==> src/design/mwd_map.svh <==
// Register offsets, field positions, reset values and timing counts of the watchdog.
`ifndef MWD_MAP_SVH
`define MWD_MAP_SVH

`define MWD_ADDR_W      8
`define MWD_OFF_FREQ    8'h51
`define MWD_OFF_CTRL    8'hd6
`define MWD_OFF_DIS     8'hd7
`define MWD_OFF_IRQ_ST  8'he0
`define MWD_OFF_IRQ_EN  8'he1
`define MWD_OFF_IRQ_CLR 8'he2

`define MWD_CNT_HI      31
`define MWD_CNT_LO      16
`define MWD_TO_HI       15
`define MWD_TO_LO       0
`define MWD_FREQ_HI     6

`define MWD_TO_RST      16'h03e8
`define MWD_CNT_RST     16'h0000
`define MWD_DIS_MAGIC   32'h0d15ab1e
`define MWD_DIS_ENABLE  32'h00000000
`define MWD_CPL_ALL     16'hffff

`define MWD_FREQ_RST    7'h19
`define MWD_FREQ_MIN    7'h05
`define MWD_FREQ_MAX    7'h64

`define MWD_IRQ_W       3
`define MWD_IRQ_EXP     0
`define MWD_IRQ_NACK    1
`define MWD_IRQ_KICK    2

`define MWD_TICK_US     1000
`define MWD_US_NS       1000

`endif

==> src/design/mwd_pkg.sv <==
// Types shared by the watchdog modules.
package mwd_pkg;

    typedef enum logic [1:0] {
        MWD_OFF  = 2'b00,
        MWD_RUN  = 2'b01,
        MWD_FIRE = 2'b11
    } mwd_state_e;

    typedef struct packed {
        logic [7:0]  addr;
        logic [31:0] wdata;
        logic        wr;
        logic        rd;
    } mwd_req_s;

endpackage

==> src/design/mwd_tick.sv <==
// Millisecond tick divider driven by the programmed clock frequency in MHz.
`timescale 1ns/1ps
module mwd_tick #(
    parameter int FREQ_W    = 7,
    parameter int US_PER_MS = 1000,
    parameter int MS_W      = $clog2(US_PER_MS + 1)
) (
    input  wire logic              clk_i,      // System clock.
    input  wire logic              rst_i,      // Asynchronous reset, active high.
    input  wire logic              run_i,      // Count while high.
    input  wire logic              restart_i,  // Restart the millisecond phase.
    input  wire logic [FREQ_W-1:0] freq_mhz_i, // Clock frequency in MHz.
    output logic                   tick_o      // One-cycle pulse per millisecond.
);
    logic [FREQ_W-1:0] cyc_reg;
    logic [MS_W-1:0]   us_reg;
    logic              tick_reg;
    logic [FREQ_W-1:0] cyc_last;
    logic              cyc_wrap;
    logic              us_wrap;

    assign cyc_last = freq_mhz_i - {{(FREQ_W-1){1'b0}}, 1'b1};
    assign cyc_wrap = cyc_reg >= cyc_last;
    assign us_wrap  = us_reg == MS_W'(US_PER_MS - 1);
    assign tick_o   = tick_reg;

    // One microsecond is freq_mhz_i clocks; one millisecond is US_PER_MS of those.
    always_ff @(posedge clk_i or posedge rst_i) begin
        if (rst_i) begin
            cyc_reg <= '0;
            us_reg  <= '0;
        end else if (restart_i) begin
            cyc_reg <= '0;
            us_reg  <= '0;
        end else if (run_i) begin
            cyc_reg <= cyc_wrap ? '0 : cyc_reg + 1'b1;
            if (cyc_wrap) begin
                us_reg <= us_wrap ? '0 : us_reg + 1'b1;
            end
        end
    end

    always_ff @(posedge clk_i or posedge rst_i) begin
        if (rst_i) begin
            tick_reg <= 1'b0;
        end else begin
            tick_reg <= run_i && !restart_i && cyc_wrap && us_wrap;
        end
    end
endmodule

==> src/design/mwd_top.sv <==
// Millisecond watchdog: register port, countdown, tile reset on expiry and interrupt.
//
// Strobed register access was left to the implementer.
`timescale 1ns/1ps
`include "mwd_map.svh"
module mwd_top
    import mwd_pkg::*;
#(
    parameter int US_PER_MS = `MWD_TICK_US,
    parameter int CNT_W     = 16,
    parameter int FREQ_W    = 7
) (
    input  wire logic        CLK_I,                // System clock, 5 to 100 MHz as set in the frequency register.
    input  wire logic        RST_I,                // Asynchronous reset, active high.
    input  wire logic [7:0]  ADDR_I,               // Register address.
    input  wire logic [31:0] WDATA_I,              // Write data.
    input  wire logic        WR_I,                 // Write strobe.
    input  wire logic        RD_I,                 // Read strobe.
    input  wire logic        ACTIVE_POWER_STATE_I, // High while the device is active_power_state.
    output logic      [31:0] RDATA_O,              // Read data, the cycle after a read.
    output logic             WR_ACK_O,             // Write accepted, the cycle after a write.
    output logic             WR_NACK_O,            // Write refused, the cycle after a write.
    output logic             TILE_RESET_O,         // One-cycle tile reset on expiry.
    output logic             WDOG_ENABLED_O,       // High while the watchdog is enabled.
    output logic             IRQ_O                 // Level interrupt.
);

    mwd_req_s            req;

    // Registers and their next values; the state codes change one bit per step on the usual path.
    mwd_state_e          state_reg;
    mwd_state_e          state_next;
    logic [CNT_W-1:0]    count_reg;
    logic [CNT_W-1:0]    count_next;
    logic [CNT_W-1:0]    timeout_reg;
    logic [CNT_W-1:0]    timeout_next;
    logic [31:0]         disable_reg;
    logic [FREQ_W-1:0]   freq_reg;
    logic [31:0]         rdata_reg;
    logic                ack_reg;
    logic                nack_reg;
    logic                tile_rst_reg;
    logic [`MWD_IRQ_W-1:0] irq_st_reg;
    logic [`MWD_IRQ_W-1:0] irq_en_reg;

    // Register decode.
    wire                 hit_ctrl;
    wire                 hit_dis;
    wire                 hit_freq;
    wire                 hit_irq_st;
    wire                 hit_irq_en;
    wire                 hit_irq_clr;
    wire                 wr_ctrl;
    wire                 wr_dis;
    wire                 wr_freq;
    wire                 wr_irq_en;
    wire                 wr_irq_clr;

    // Write checks and answers.
    wire [CNT_W-1:0]     wr_timeout;
    wire [CNT_W-1:0]     wr_cpl;
    wire                 cpl_ok;
    wire                 kick_ok;
    wire                 kick_bad;
    wire                 dis_magic;
    wire                 dis_zero;
    wire [FREQ_W-1:0]    wr_freq_val;
    wire                 freq_in_range;
    wire                 freq_bad;
    wire                 nack_now;
    wire                 ack_now;
    wire                 wr_nack;

    // Countdown control.
    wire                 enabling;
    wire                 running;
    wire                 tick_run;
    wire                 tick_restart;
    wire                 tick;
    wire                 expire;
    wire                 count_last;
    wire                 count_step;

    // Interrupt and read path.
    wire [`MWD_IRQ_W-1:0] irq_set;
    wire [`MWD_IRQ_W-1:0] irq_clr;
    wire [31:0]          rd_ctrl;
    wire [31:0]          rd_freq;
    wire [31:0]          rd_irq_st;
    wire [31:0]          rd_irq_en;
    wire [31:0]          rd_mux;

    // Bus request bundle.
    assign req = '{addr: ADDR_I, wdata: WDATA_I, wr: WR_I, rd: RD_I};

    // Address decode.
    assign hit_ctrl    = req.addr == `MWD_OFF_CTRL;
    assign hit_dis     = req.addr == `MWD_OFF_DIS;
    assign hit_freq    = req.addr == `MWD_OFF_FREQ;
    assign hit_irq_st  = req.addr == `MWD_OFF_IRQ_ST;
    assign hit_irq_en  = req.addr == `MWD_OFF_IRQ_EN;
    assign hit_irq_clr = req.addr == `MWD_OFF_IRQ_CLR;

    // Write strobes per register.
    assign wr_ctrl = req.wr && hit_ctrl;
    assign wr_dis  = req.wr && hit_dis;
    assign wr_freq = req.wr && hit_freq;
    assign wr_irq_en  = req.wr && hit_irq_en;
    assign wr_irq_clr = req.wr && hit_irq_clr;

    // Timeout write check: the two halves XORed together must be all ones.
    assign wr_timeout = req.wdata[`MWD_TO_HI:`MWD_TO_LO];
    assign wr_cpl     = req.wdata[`MWD_CNT_HI:`MWD_CNT_LO];
    assign cpl_ok     = (wr_timeout ^ wr_cpl) == `MWD_CPL_ALL;
    assign kick_ok    = wr_ctrl && cpl_ok;
    assign kick_bad   = wr_ctrl && !cpl_ok;

    // Disable register keys.
    assign dis_magic = wr_dis && (req.wdata == `MWD_DIS_MAGIC);
    assign dis_zero  = wr_dis && (req.wdata == `MWD_DIS_ENABLE);

    // Frequency writes outside the valid range are ignored and refused.
    assign wr_freq_val   = req.wdata[`MWD_FREQ_HI:0];
    assign freq_in_range = (req.wdata[31:`MWD_FREQ_HI+1] == '0)
                        && (wr_freq_val >= `MWD_FREQ_MIN)
                        && (wr_freq_val <= `MWD_FREQ_MAX);
    assign freq_bad      = wr_freq && !freq_in_range;

    // A refused write changes nothing but the NACK status bit; every other write, even to a free address, is accepted.
    assign nack_now = kick_bad || freq_bad;
    assign ack_now  = req.wr && !nack_now;
    assign wr_nack  = req.wr && nack_now;

    // Watchdog state.
    // An enable write while already enabled changes nothing.
    assign enabling = (state_reg == MWD_OFF) && dis_zero && !dis_magic;
    assign running  = state_reg == MWD_RUN;

    // The divider only runs when active_power_state, so sleep freezes count and phase.
    // A tick already in flight when sleep begins still takes its millisecond off.
    assign tick_run     = running && ACTIVE_POWER_STATE_I;
    assign tick_restart = kick_ok || enabling || dis_magic;

    // A tick that finds one or zero left ends the last millisecond; a kick or disable then wins.
    assign count_last = count_reg <= {{(CNT_W-1){1'b0}}, 1'b1};
    assign count_step = running && tick;
    assign expire     = count_step && count_last && !dis_magic && !kick_ok;

    // The divider restarts on every kick, enable and disable, so the next millisecond is whole.
    mwd_tick #(
        .FREQ_W    (FREQ_W),
        .US_PER_MS (US_PER_MS)
    ) u_tick (
        .clk_i      (CLK_I),
        .rst_i      (RST_I),
        .run_i      (tick_run),
        .restart_i  (tick_restart),
        .freq_mhz_i (freq_reg),
        .tick_o     (tick)
    );

    // Next state.
    always_comb begin
        state_next = state_reg;
        case (state_reg)
            MWD_OFF: begin
                if (enabling) begin
                    state_next = MWD_RUN;
                end
            end
            MWD_RUN: begin
                if (dis_magic) begin
                    state_next = MWD_OFF;
                end else if (expire) begin
                    state_next = MWD_FIRE;
                end
            end
            MWD_FIRE: begin
                if (dis_magic) begin
                    state_next = MWD_OFF;
                end else begin
                    // The firing state lasts one clock; counting then restarts from the timeout.
                    state_next = MWD_RUN;
                end
            end
            default: begin
                state_next = MWD_OFF;
            end
        endcase
    end

    // Programmed timeout is updated only by a well-formed write.
    // A refused write leaves both the timeout and the count untouched.
    assign timeout_next = kick_ok ? wr_timeout : timeout_reg;

    // Next count, highest priority first.
    // A magic write beats everything, so a disable racing an expiry never resets the tile.
    always_comb begin
        count_next = count_reg;
        if (dis_magic) begin
            count_next = `MWD_CNT_RST;
        end else if (enabling) begin
            count_next = timeout_next;
        end else if (state_reg == MWD_OFF) begin
            // While disabled, kicks only store the timeout and ticks do nothing.
            count_next = count_reg;
        end else if (kick_ok) begin
            count_next = wr_timeout;
        end else if (state_reg == MWD_FIRE) begin
            count_next = timeout_reg;
        end else if (expire) begin
            count_next = `MWD_CNT_RST;
        end else if (count_step) begin
            count_next = count_reg - 1'b1;
        end
    end

    always_ff @(posedge CLK_I or posedge RST_I) begin
        if (RST_I) begin
            state_reg   <= MWD_OFF;
            count_reg   <= `MWD_CNT_RST;
            timeout_reg <= `MWD_TO_RST;
        end else begin
            state_reg   <= state_next;
            count_reg   <= count_next;
            timeout_reg <= timeout_next;
        end
    end

    // Disable register keeps whatever value was last written.
    // Only zero and the magic value act on the watchdog; other values are just stored.
    always_ff @(posedge CLK_I or posedge RST_I) begin
        if (RST_I) begin
            disable_reg <= `MWD_DIS_MAGIC;
        end else if (wr_dis) begin
            disable_reg <= req.wdata;
        end
    end

    always_ff @(posedge CLK_I or posedge RST_I) begin
        if (RST_I) begin
            freq_reg <= `MWD_FREQ_RST;
        end else if (wr_freq && freq_in_range) begin
            // An out-of-range setting leaves the divider on the previous frequency.
            freq_reg <= wr_freq_val;
        end
    end

    // Tile reset pulse is a flop so it cannot glitch.
    // It lasts the single firing cycle, so the tile sees one clean reset request.
    always_ff @(posedge CLK_I or posedge RST_I) begin
        if (RST_I) begin
            tile_rst_reg <= 1'b0;
        end else begin
            tile_rst_reg <= expire;
        end
    end

    // Write answers: every write gets exactly one of them, one cycle after its strobe.
    always_ff @(posedge CLK_I or posedge RST_I) begin
        if (RST_I) begin
            ack_reg  <= 1'b0;
            nack_reg <= 1'b0;
        end else begin
            ack_reg  <= ack_now;
            nack_reg <= wr_nack;
        end
    end

    // Interrupt events; a set in the same cycle as a clear wins.
    assign irq_set[`MWD_IRQ_EXP]  = expire;
    assign irq_set[`MWD_IRQ_NACK] = wr_nack;
    assign irq_set[`MWD_IRQ_KICK] = kick_ok;
    assign irq_clr                = wr_irq_clr ? req.wdata[`MWD_IRQ_W-1:0] : '0;

    always_ff @(posedge CLK_I or posedge RST_I) begin
        if (RST_I) begin
            irq_st_reg <= '0;
        end else begin
            irq_st_reg <= (irq_st_reg & ~irq_clr) | irq_set;
        end
    end

    // Interrupt enables, laid out like the status bits.
    always_ff @(posedge CLK_I or posedge RST_I) begin
        if (RST_I) begin
            irq_en_reg <= '0;
        end else if (wr_irq_en) begin
            irq_en_reg <= req.wdata[`MWD_IRQ_W-1:0];
        end
    end

    // Read path: live count above the timeout.
    assign rd_ctrl = {count_reg, timeout_reg};

    // Narrow registers read back zero-extended; free addresses, the clear register among them, read zero.
    assign rd_freq   = {{(32-FREQ_W){1'b0}}, freq_reg};
    assign rd_irq_st = {{(32-`MWD_IRQ_W){1'b0}}, irq_st_reg};
    assign rd_irq_en = {{(32-`MWD_IRQ_W){1'b0}}, irq_en_reg};

    assign rd_mux = hit_ctrl   ? rd_ctrl :
                    hit_dis    ? disable_reg :
                    hit_freq   ? rd_freq :
                    hit_irq_st ? rd_irq_st :
                    hit_irq_en ? rd_irq_en :
                    32'h00000000;

    // Read data stand for one cycle only and are zero otherwise.
    always_ff @(posedge CLK_I or posedge RST_I) begin
        if (RST_I) begin
            rdata_reg <= 32'h00000000;
        end else if (req.rd) begin
            rdata_reg <= rd_mux;
        end else begin
            rdata_reg <= 32'h00000000;
        end
    end

    // Output drive; the firing state still counts as enabled.
    assign RDATA_O        = rdata_reg;
    assign WR_ACK_O       = ack_reg;
    assign WR_NACK_O      = nack_reg;
    assign TILE_RESET_O   = tile_rst_reg;
    assign WDOG_ENABLED_O = state_reg != MWD_OFF;
    assign IRQ_O          = |(irq_st_reg & irq_en_reg);

endmodule

==> config.mk <==
export PLATFORM = sky130hd
export DESIGN_NAME = mwd_top
export DESIGN_NICKNAME = d
export VERILOG_FILES = /design/src/design/mwd_pkg.sv /design/src/design/mwd_tick.sv /design/src/design/mwd_top.sv
export VERILOG_INCLUDE_DIRS = /design/src /design/src/design
export SDC_FILE = /design/constraint.sdc
export NUM_CORES = 1
export LEC_CHECK = 0
export ABC_AREA = 0
export BUFFER_PORTS_ARGS = -buffer_cell sky130_fd_sc_hd__buf_2
export CELL_PAD_IN_SITES_DETAIL_PLACEMENT = 1
export CELL_PAD_IN_SITES_GLOBAL_PLACEMENT = 2
export CORE_MARGIN = 2
export CORE_UTILIZATION = 38
export CTS_CLUSTER_SIZE = 16
export DETAILED_ROUTE_END_ITERATION = 10
export GPL_TIMING_DRIVEN = 0
export PLACE_DENSITY = 0.92
export SYNTH_ARGS = -nofsm -noshare
export SYNTH_HDL_FRONTEND = slang
export SYNTH_SLANG_ARGS = --single-unit
==> constraint.sdc <==
create_clock -name CLK_I -period 4.4 [get_ports CLK_I]
set_input_delay 0.44 -clock CLK_I [delete_from_list [all_inputs] [get_ports CLK_I]]
set_output_delay 0.44 -clock CLK_I [all_outputs]
set_load 0.03 [all_outputs]
==> flow_summary.toml, run 1 <==
[synthesis]
synth_cell_types = 67
synth_nets = 749
synth_seq_cells = 132
yosysMostFrequentCell = "dfrtp_1"
netlist_area_um2 = 6940
ys_seq_area_share_pct = 48.0
netlist_instances = 692
synth_top_flop_cell = "dfrtp_1"
synth_area_per_cell_um2 = 10.0
yosysTopAreaCellShare_pct = 38.9
async_reset_ff_share_pct = 100
yosys-top-cells-area = "dfrtp_1, dfstp_2, mux2_2, nand2_1, a22oi_1"
synth_common_cells = "dfrtp_1, nand2_1, nor2_1, mux2_2, a22oi_1"
synth_top_area_cell = "dfrtp_1"
synth_edf_count = 0
yosysWarnings = 0

[placement]
port_buffers = 75
dpl.cell_count = 997
dpl.hpwl_um = 16500
place_congestion = 0.899
placed_cell_area_um2 = 7640
dp_slack_ps = 608

[floorplan]
pin_count = 82
rows = 49
initial_core_util_pct = 38.6
core_um2 = 18000
chipWidth_um = 139
die_h_um = 139
die-area_um2 = 19400

[power]
p_per_area_nw_per_um2 = 356
p_total_mw = 2.92
p_leak_nw = 3.82
vdd_ir_drop_max_mv = 0.267

[global_routing]
grt_max_degree = 74
antenna_found_initial = 0
grt_pass1_vias = 6410
grt_pass1_wl_um = 36100
gr-total-overflow = 0
grt_usage_pct = 24.1

[outcome]
run_status = "completed"

[worst_setup_path]
cp.buffers_inverters = 2
regToRegEndpoint = "u_tick.us_reg[3]"
max_stage_delay_ps = 580
startpoint = "freq_reg[0]"
crit_type = "register to register"
critPathMostFrequentCell = "ha_1"
critPathLaunchType = "register"
reg2regPathDepth = 13
critical_path.slowest_cell = "dfstp_2"
crit_family = "simple AND/OR/NAND/NOR gates"
cp_num_cells = 13
rrSetupSlack_ps = 1150
crit_end = "u_tick.us_reg[3]"
end_kind = "register"
critPathArrivalTime_ps = 3580
path_cells = "inv_1 -> ha_1 -> nand2b_1 -> nor4_1 -> xnor2_1 -> ha_1 -> a211o_1 -> a21oi_1 -> nor2_1 -> and3_1 -> clkbuf_1 -> a31oi_1 -> a311oi_1"
path_max_fanout = 9
cp_data_required_time_ps = 4730
reg2reg_from = "freq_reg[0]"

[timing]
fin_crit_sh_pct = 73.9
min_period_ps = 3250
setup_ws_ps = 1150
finalSetupViolations = 0
final_hold_viol_count = 0
tightest_slew_ps = 980
relSlewSlack_pct = 34.1
fmax_mhz = 308
rsz0062_at_grt = "no"
finClkSkew_ps = 23.3
slew_viol_final = 0

[layout]
antenna_cells = 0
final_cells = 1029
post_route_cells_drive_above_1_share_pct = 26.1
design_area_um2 = 8210
areaGrowthSynthToFinish_pct = 18.2
final_net_count = 844
fin_util_pct = 45.7

[clock_tree]
cts_setup_buffers = 0
insertion_delay_ps = 450
cts_resized = 0
numClockSinks = 132
ctsRootBufferMaster = "clkbuf_16"
holdBufCountCts = 0
htree_levels = 4
cts_tree = "built"
numCtsBuffers = 17
cts_buffer_depth = 2
clk_pin_slew_ps = 60

[routing]
ant_nets = 0
viasPerCell = 5.86
vias = 6032
drtIter0Drc = 445
wl_um = 22900
drc = 0
drt-pass1-iter-count = 7
routedWlPerCell_um = 22.3

[min_path]
hold_class = "primary input to asynchronous set/reset pin"

[run]
cap_violations = 0
==> worst min path at each step <==
stage / end / cells past startpoint / slack [ps]
floorplan: timeout_reg[3] / 2 / 440
detailed placement: timeout_reg[3] / 2 / 480
CTS: disable_reg[21] / 2 / 80
global placement: disable_reg[2] / 2 / 470
finish: TILE_RESET_O / 2 / 70
global route: RDATA_O[24] / 2 / 110
==> routing by layer <==
metal	track usage (%)	routed length, um
met3	4.94	1160
met4	9.41	541
met1	31.5	9990
met5	0	0
met2	39.4	11300
==> per-stage QoR <==
stage / TNS, ps / hold WS, ps
final: 0 / 67.4
after global routing: 0 / 112
after CTS: 0 / 77.7
after detailed placement: 0 / 479
after global placement: -107950 / 470
after floorplan: 0 / 442
==> report_power, final <==
group | internal, mW | leakage (nW) | switching (mW)
Sequential | 1.26 | 1.73 | 0.0427
Clock | 0.793 | 0.276 | 0.610
Combinational | 0.0805 | 1.81 | 0.137
Total | 2.13 | 3.82 | 0.790
==> placed cells by master (no fill, tap or decap), types with 8 or more instances in the layout <==
cell type,Yosys,routed
nand2_1,90,90
nor2_1,66,66
dfstp_2,24,24
nand3_1,13,13
clkbuf_16,0,17
buf_2,1,76
ha_1,12,12
inv_1,13,12
nor3_1,20,20
a31oi_1,11,11
a211oi_2,8,8
mux2_2,42,42
nand4_1,11,11
clkbuf_1,24,25
xor2_1,20,20
xnor2_1,17,17
o21ai_1,9,9
a22oi_1,34,34
dfrtp_1,108,108
o21ai_0,30,30
a21oi_1,21,21
nor4_1,14,14
==> logic make-up (layout without fill, tap and decap cells) <==
logic type | count (synthesis) | count (layout) | synth area share [%]
DFF | 132 | 132 | 48.0
adders and majority gates | 12 | 12 | 2.16
muxes | 42 | 42 | 6.81
and+or+nand+nor | 270 | 270 | 19.5
AOI/OAI and AO/OA | 148 | 148 | 14.9
xor gates and xnor gates | 37 | 37 | 4.67
buffers and inverters | 51 | 159 | 3.95
==> final cells by class <==
| class | instances | area [um2] |
|---|---|---|
| buffer | 38 | 225 |
| multi-input combinational | 509 | 3330 |
| sequential | 132 | 3330 |
| fill | 2089 | 9760 |
| clock buffer | 18 | 429 |
| tap | 229 | 287 |
| inverter | 13 | 53.8 |
| timing repair buffer | 76 | 403 |
| clock inverter | 14 | 143 |
(Power assumes the default switching activity.)
==> run 2, diff against run 1 <==
- clock period: 4.4 -> 3.2 ns (I/O delays scaled with it)
==> run 2 against run 1 <==
Net effect:
- setup slack worse by 910 ps
- register-to-register slack worse by 870 ps
- count of clock-buffer cells in the layout unchanged
- hold slack better by 120 ps
- first-iteration DRC count down 24%
- utilization up 0.35 points
- non-clock buffer count up 3
- final cell count up 0.29%
- global-route usage about the same
- wire length down 0.81%
==> flow_summary.toml, run 2 (synthesis gave the netlist of run 1 again) <==
[outcome]
run_status = "completed"

[layout]
layout_commonest_cell = "dfrtp_1"
areaGrowthSynthToFinish_pct = 19.1
layout_common_cells = "dfrtp_1, nand2_1, buf_2"
antenna_cells = 0
final_net_count = 847
post_route_cells_drive_above_1_share_pct = 26.8
fillers = 2079

[timing]
fmax_mhz = 338
finClkSkew_ps = 6.05
slew_viol_final = 0
relSlewSlack_pct = 36.1
setup_ws_ps = 243
finalSetupViolations = 0
rsz0062_at_grt = "no"
tightest_slew_ps = 950
min_period_ps = 2960
fin_crit_sh_pct = 92.4
final_hold_viol_count = 0

[routing]
vias = 6044
drc = 0
wl_um = 22800
drtIter0Drc = 336
ant_nets = 0
drt-pass1-iter-count = 9
routedWlPerCell_um = 22.1
viasPerCell = 5.86

[floorplan]
pin_count = 82
die_h_um = 139
rows = 49
core_um2 = 18000
initial_core_util_pct = 38.6
chipWidth_um = 139
die-area_um2 = 19400

[worst_setup_path]
crit_type = "primary input to register"
critPathLaunchType = "primary input"
path_max_fanout = 10
critPathMostFrequentCell = "clkbuf_1"
cp_data_required_time_ps = 3490
max_stage_delay_ps = 540
end_kind = "register"
critPathArrivalTime_ps = 3250
path_cells = "clkbuf_1 -> xor2_1 -> nand4_1 -> nor4_2 -> nand2_1 -> clkbuf_1 -> nand2_1 -> clkbuf_1 -> nor2_1"
critical_path.slowest_cell = "nor4_2"

[global_routing]
gr-total-overflow = 0
grt_pass1_wl_um = 36300
grt_pass1_vias = 6447
grt_max_degree = 45
grt_usage_pct = 24.1
antenna_found_initial = 0

[clock_tree]
clk_pin_slew_ps = 60
numClockSinks = 132
insertion_delay_ps = 430
cts_buffer_depth = 2
numCtsBuffers = 17
htree_levels = 4
cts_tree = "built"
ctsRootBufferMaster = "clkbuf_16"

[min_path]
hold_class = "primary input to register"

[power]
p_per_area_nw_per_um2 = 483
p_leak_nw = 3.84
p_total_mw = 4.00
vdd_ir_drop_max_mv = 0.378

[run]
cap_violations = 0

[placement]
place_congestion = 0.858
dp_slack_ps = -428
dpl.hpwl_um = 16800
port_buffers = 75
==> run 2: power by group <==
group | switching, mW | internal [mW] | leakage (nW) | total, mW
sequential | 0.0580 | 1.73 | 1.73 | 1.79
combinational | 0.190 | 0.114 | 1.83 | 0.305
clock | 0.811 | 1.09 | 0.276 | 1.90
total | 1.06 | 2.94 | 3.84 | 4.00
==> run 2: area by class of cell <==
| cell class | instances | area (um2) | share of cell area [%] |
|---|---|---|---|
| Buffer | 38 | 226 | 2.74 |
| Clock buffer | 18 | 429 | 5.19 |
| Clock inverter | 14 | 143 | 1.72 |
| Inverter | 13 | 52.6 | 0.635 |
| Multi-Input combinational cell | 509 | 3350 | 40.6 |
| Sequential cell | 132 | 3330 | 40.3 |
| Tap cell | 229 | 287 | 3.46 |
| Timing Repair Buffer | 79 | 445 | 5.39 |
==> run 2: worst paths after layout <==
kind / start / endpoint / slack (ps) / cells past startpoint
max: WDATA_I[1] / u_tick.cyc_reg[1] / 240 / 9
min: WDATA_I[30] / disable_reg[30] / 180 / 2
max reg2reg: freq_reg[0] / u_tick.us_reg[8] / 280 / 12
min reg2reg: timeout_reg[3] / timeout_reg[3] / 490 / 2
max in group asynchronous: RST_I / disable_reg[26] / 1900 / 5
min in group asynchronous: RST_I / irq_en_reg[2] / 430 / 3
==> run 2: what timing repair did <==
action	CTS	global route
setup buffers	0	0
setup endpoints to repair	0	28
resized for setup	0	6
hold endpoints to repair	11	0
hold buffers	1	0
==> run 2: per-stage QoR <==
stage	hold slack [ps]	utilization, %	instance area [um2]	cells	TNS [ps]
4_1_cts	171	45.9	8250	1032	0
2_1_floorplan	408	-	6950	692	0
3_3_place_gp	469	42.3	7610	996	-3500
6_report	185	46.0	8270	1032	0
5_1_grt	177	46.0	8270	1032	0
3_5_place_dp	337	42.7	7670	999	-4300
==> run 2: layer usage <==
layer | vias to the layer above | wire length, um | track usage (%)
met5 | - | 0 | 0
met4 | 0 | 827 | 11.2
met3 | 51 | 1250 | 5.35
met2 | 189 | 11300 | 39.9
met1 | 3111 | 9330 | 30.0
li1 | 2693 | - | -
==> run 2: worst max-delay path, delay by kind of cell <==
family        cells  cell delay (ps)
simple gates      5             1430
buf+inv           3             1280
xor+xnor          1              200
==> run 3, diff against run 2 <==
- CORE_ASPECT_RATIO: default -> 0.6
==> run 3 against run 2 <==
Net effect:
- critical path depth unchanged
- setup slack got worse by 59 ps
- combinational power is essentially flat
- clock skew increased by 5.5 ps
- first-iteration DRC count grew 44%
- non-clock buffer count is 2 lower
- maximum frequency is 2.0% lower
- hold slack worse by 170 ps
- final area hardly changed
- die area grew 0.18%
- total power grew 2.0%
- final cell count is 0.87% higher
==> flow_summary.toml, run 3 (synthesis gave the netlist of run 1 again) <==
[outcome]
run_status = "completed"

[layout]
layout_commonest_cell = "dfrtp_1"
post_route_cells_drive_above_1_share_pct = 27.0
final_cells = 1041
final_net_count = 845
areaGrowthSynthToFinish_pct = 19.2
layout_common_cells = "dfrtp_1, nand2_1, buf_2"
antenna_cells = 0

[clock_tree]
insertion_delay_ps = 430
htree_levels = 4
numCtsBuffers = 17
ctsRootBufferMaster = "clkbuf_16"
cts_buffer_depth = 2
cts_tree = "built"
holdBufCountCts = 0
numClockSinks = 132
clk_pin_slew_ps = 60

[placement]
port_buffers = 75
dpl.cell_count = 1010
dp_slack_ps = -463
dpl.hpwl_um = 17100
place_congestion = 0.910

[power]
vdd_ir_drop_max_mv = 0.342
p_leak_nw = 3.84
seqPwrFrac_pct = 44.0
p_total_mw = 4.08
p_per_area_nw_per_um2 = 492
p_sw_mw = 1.13
pwr-share-clk_pct = 48.6
internal-power_mw = 2.95
combPwrFrac_pct = 7.4
p_sw_share_pct = 27.6

[floorplan]
initial_core_util_pct = 38.6
rows = 38
die_h_um = 109
die-area_um2 = 19400
chipWidth_um = 178
core_um2 = 18000
pin_count = 82

[worst_setup_path]
critPathLaunchType = "primary input"
regToRegEndpoint = "count_reg[14]"
crit_type = "primary input to register"
critPathArrivalTime_ps = 3360
rrSetupSlack_ps = 190
end_kind = "register"
cp_data_required_time_ps = 3550
reg2reg_from = "count_reg[0]"
path_cells = "clkbuf_1 -> xor2_1 -> nand4_1 -> nor4_4 -> o211ai_1 -> a21oi_1 -> clkbuf_2 -> o21ai_0 -> o21ai_1"
path_max_fanout = 10
max_stage_delay_ps = 830
critical_path.slowest_cell = "nor4_4"
reg2regPathDepth = 10

[routing]
wl_um = 23500
ant_nets = 0
routedWlPerCell_um = 22.6
drc = 0
vias = 6112
drtIter0Drc = 483
drt-pass1-iter-count = 5
viasPerCell = 5.87

[timing]
min_period_ps = 3020
slew_viol_final = 0
rsz0062_at_grt = "no"
fmax_mhz = 332
fin_crit_sh_pct = 94.3
relSlewSlack_pct = 38.3
final_hold_viol_count = 0
tns_ps = 0
tightest_slew_ps = 918
finClkSkew_ps = 11.5
setup_ws_ps = 183
finalSetupViolations = 0

[run]
cap_violations = 0

[global_routing]
met1_usage_pct = 37.0
grt_pass1_vias = 6436
grt_usage_pct = 25.3
grt_pass1_wl_um = 36800
use_met2_pct = 37.6
gr-total-overflow = 0
grt.busiest_layer = "met2"
grt_max_degree = 37
antenna_found_initial = 0
met3_usage_pct = 6.21

[min_path]
hold_class = "primary input to asynchronous set/reset pin"
## run 3: cell count changes in the layout (fill, tap and decap cells not counted), sizes merged
| cell | before | now |
|---|---|---|
| clkinv | 5 | 2 |
| inv | 18 | 22 |
| clkbuf | 51 | 49 |
| dlygate4sd3 | 1 | 0 |
## run 3: final cells by class
| cell class | instances | area [um2] |
|---|---|---|
| Multi-Input combinational cell | 509 | 3350 |
| Fill cell | 2067 | 9700 |
| Inverter | 13 | 52.6 |
| Sequential cell | 132 | 3330 |
| Tap cell | 240 | 300 |
| Clock buffer | 17 | 425 |
| Buffer | 37 | 223 |
| Clock inverter | 15 | 158 |
| Timing Repair Buffer | 78 | 435 |
## run 3: power groups by stage
stage               clock network [mW]  registers [mW]  logic [mW]
floorplan                            0            1.80       0.176
global placement                     0            1.81       0.273
detailed placement                   0            1.82       0.299
CTS                               2.00            1.79       0.303
global route                      2.07            1.80       0.338
finish                            1.98            1.79       0.302
## run 3: routing by layer
| layer | vias up | part of all wire, % |
|---|---|---|
| met2 | 226 | 44 |
| li1 | 2701 | - |
| met1 | 3161 | 47 |
| met5 | - | 0 |
| met3 | 24 | 7.8 |
| met4 | 0 | 1.2 |
## run 3: what timing repair did
action | CTS | global route
gates cloned | 0 | 0
setup buffers | 0 | 0
endpoints found under the hold margin | 0 | 0
gates resized for setup | 1 | 4
endpoints found under the setup margin | 10 | 21
## run 3: worst max-delay path: cells and delay by family
family	cells	cell delay, ps
AOI/OAI and AO/OA	4	1000
and+or+nand+nor	2	1040
buffers and inverters	2	760
xor gates and xnor gates	1	230
## run 3: per-stage QoR
step,hold WS [ps],area [um2],util (%)
final,12.2,8280,46.1
after global routing,56.9,8280,46.1
after CTS,34.9,8270,46.0
after detailed placement,479,7680,42.7
after global placement,469,7620,42.4
after floorplan,408,6950,-
## run 3: worst max-delay path by stage
stage / from / endpoint / slack (ps) / cells past startpoint
6_report: WDATA_I[1] / count_reg[6] / 180 / 9
5_1_grt: freq_reg[1] / u_tick.us_reg[9] / 30 / 13
4_1_cts: count_reg[4] / count_reg[11] / 0.5 / 8
3_5_place_dp: WDATA_I[1] / u_tick.cyc_reg[0] / -460 / 9
3_3_place_gp: WDATA_I[1] / u_tick.cyc_reg[1] / -490 / 9
2_1_floorplan: count_reg[10] / count_reg[11] / 620 / 8
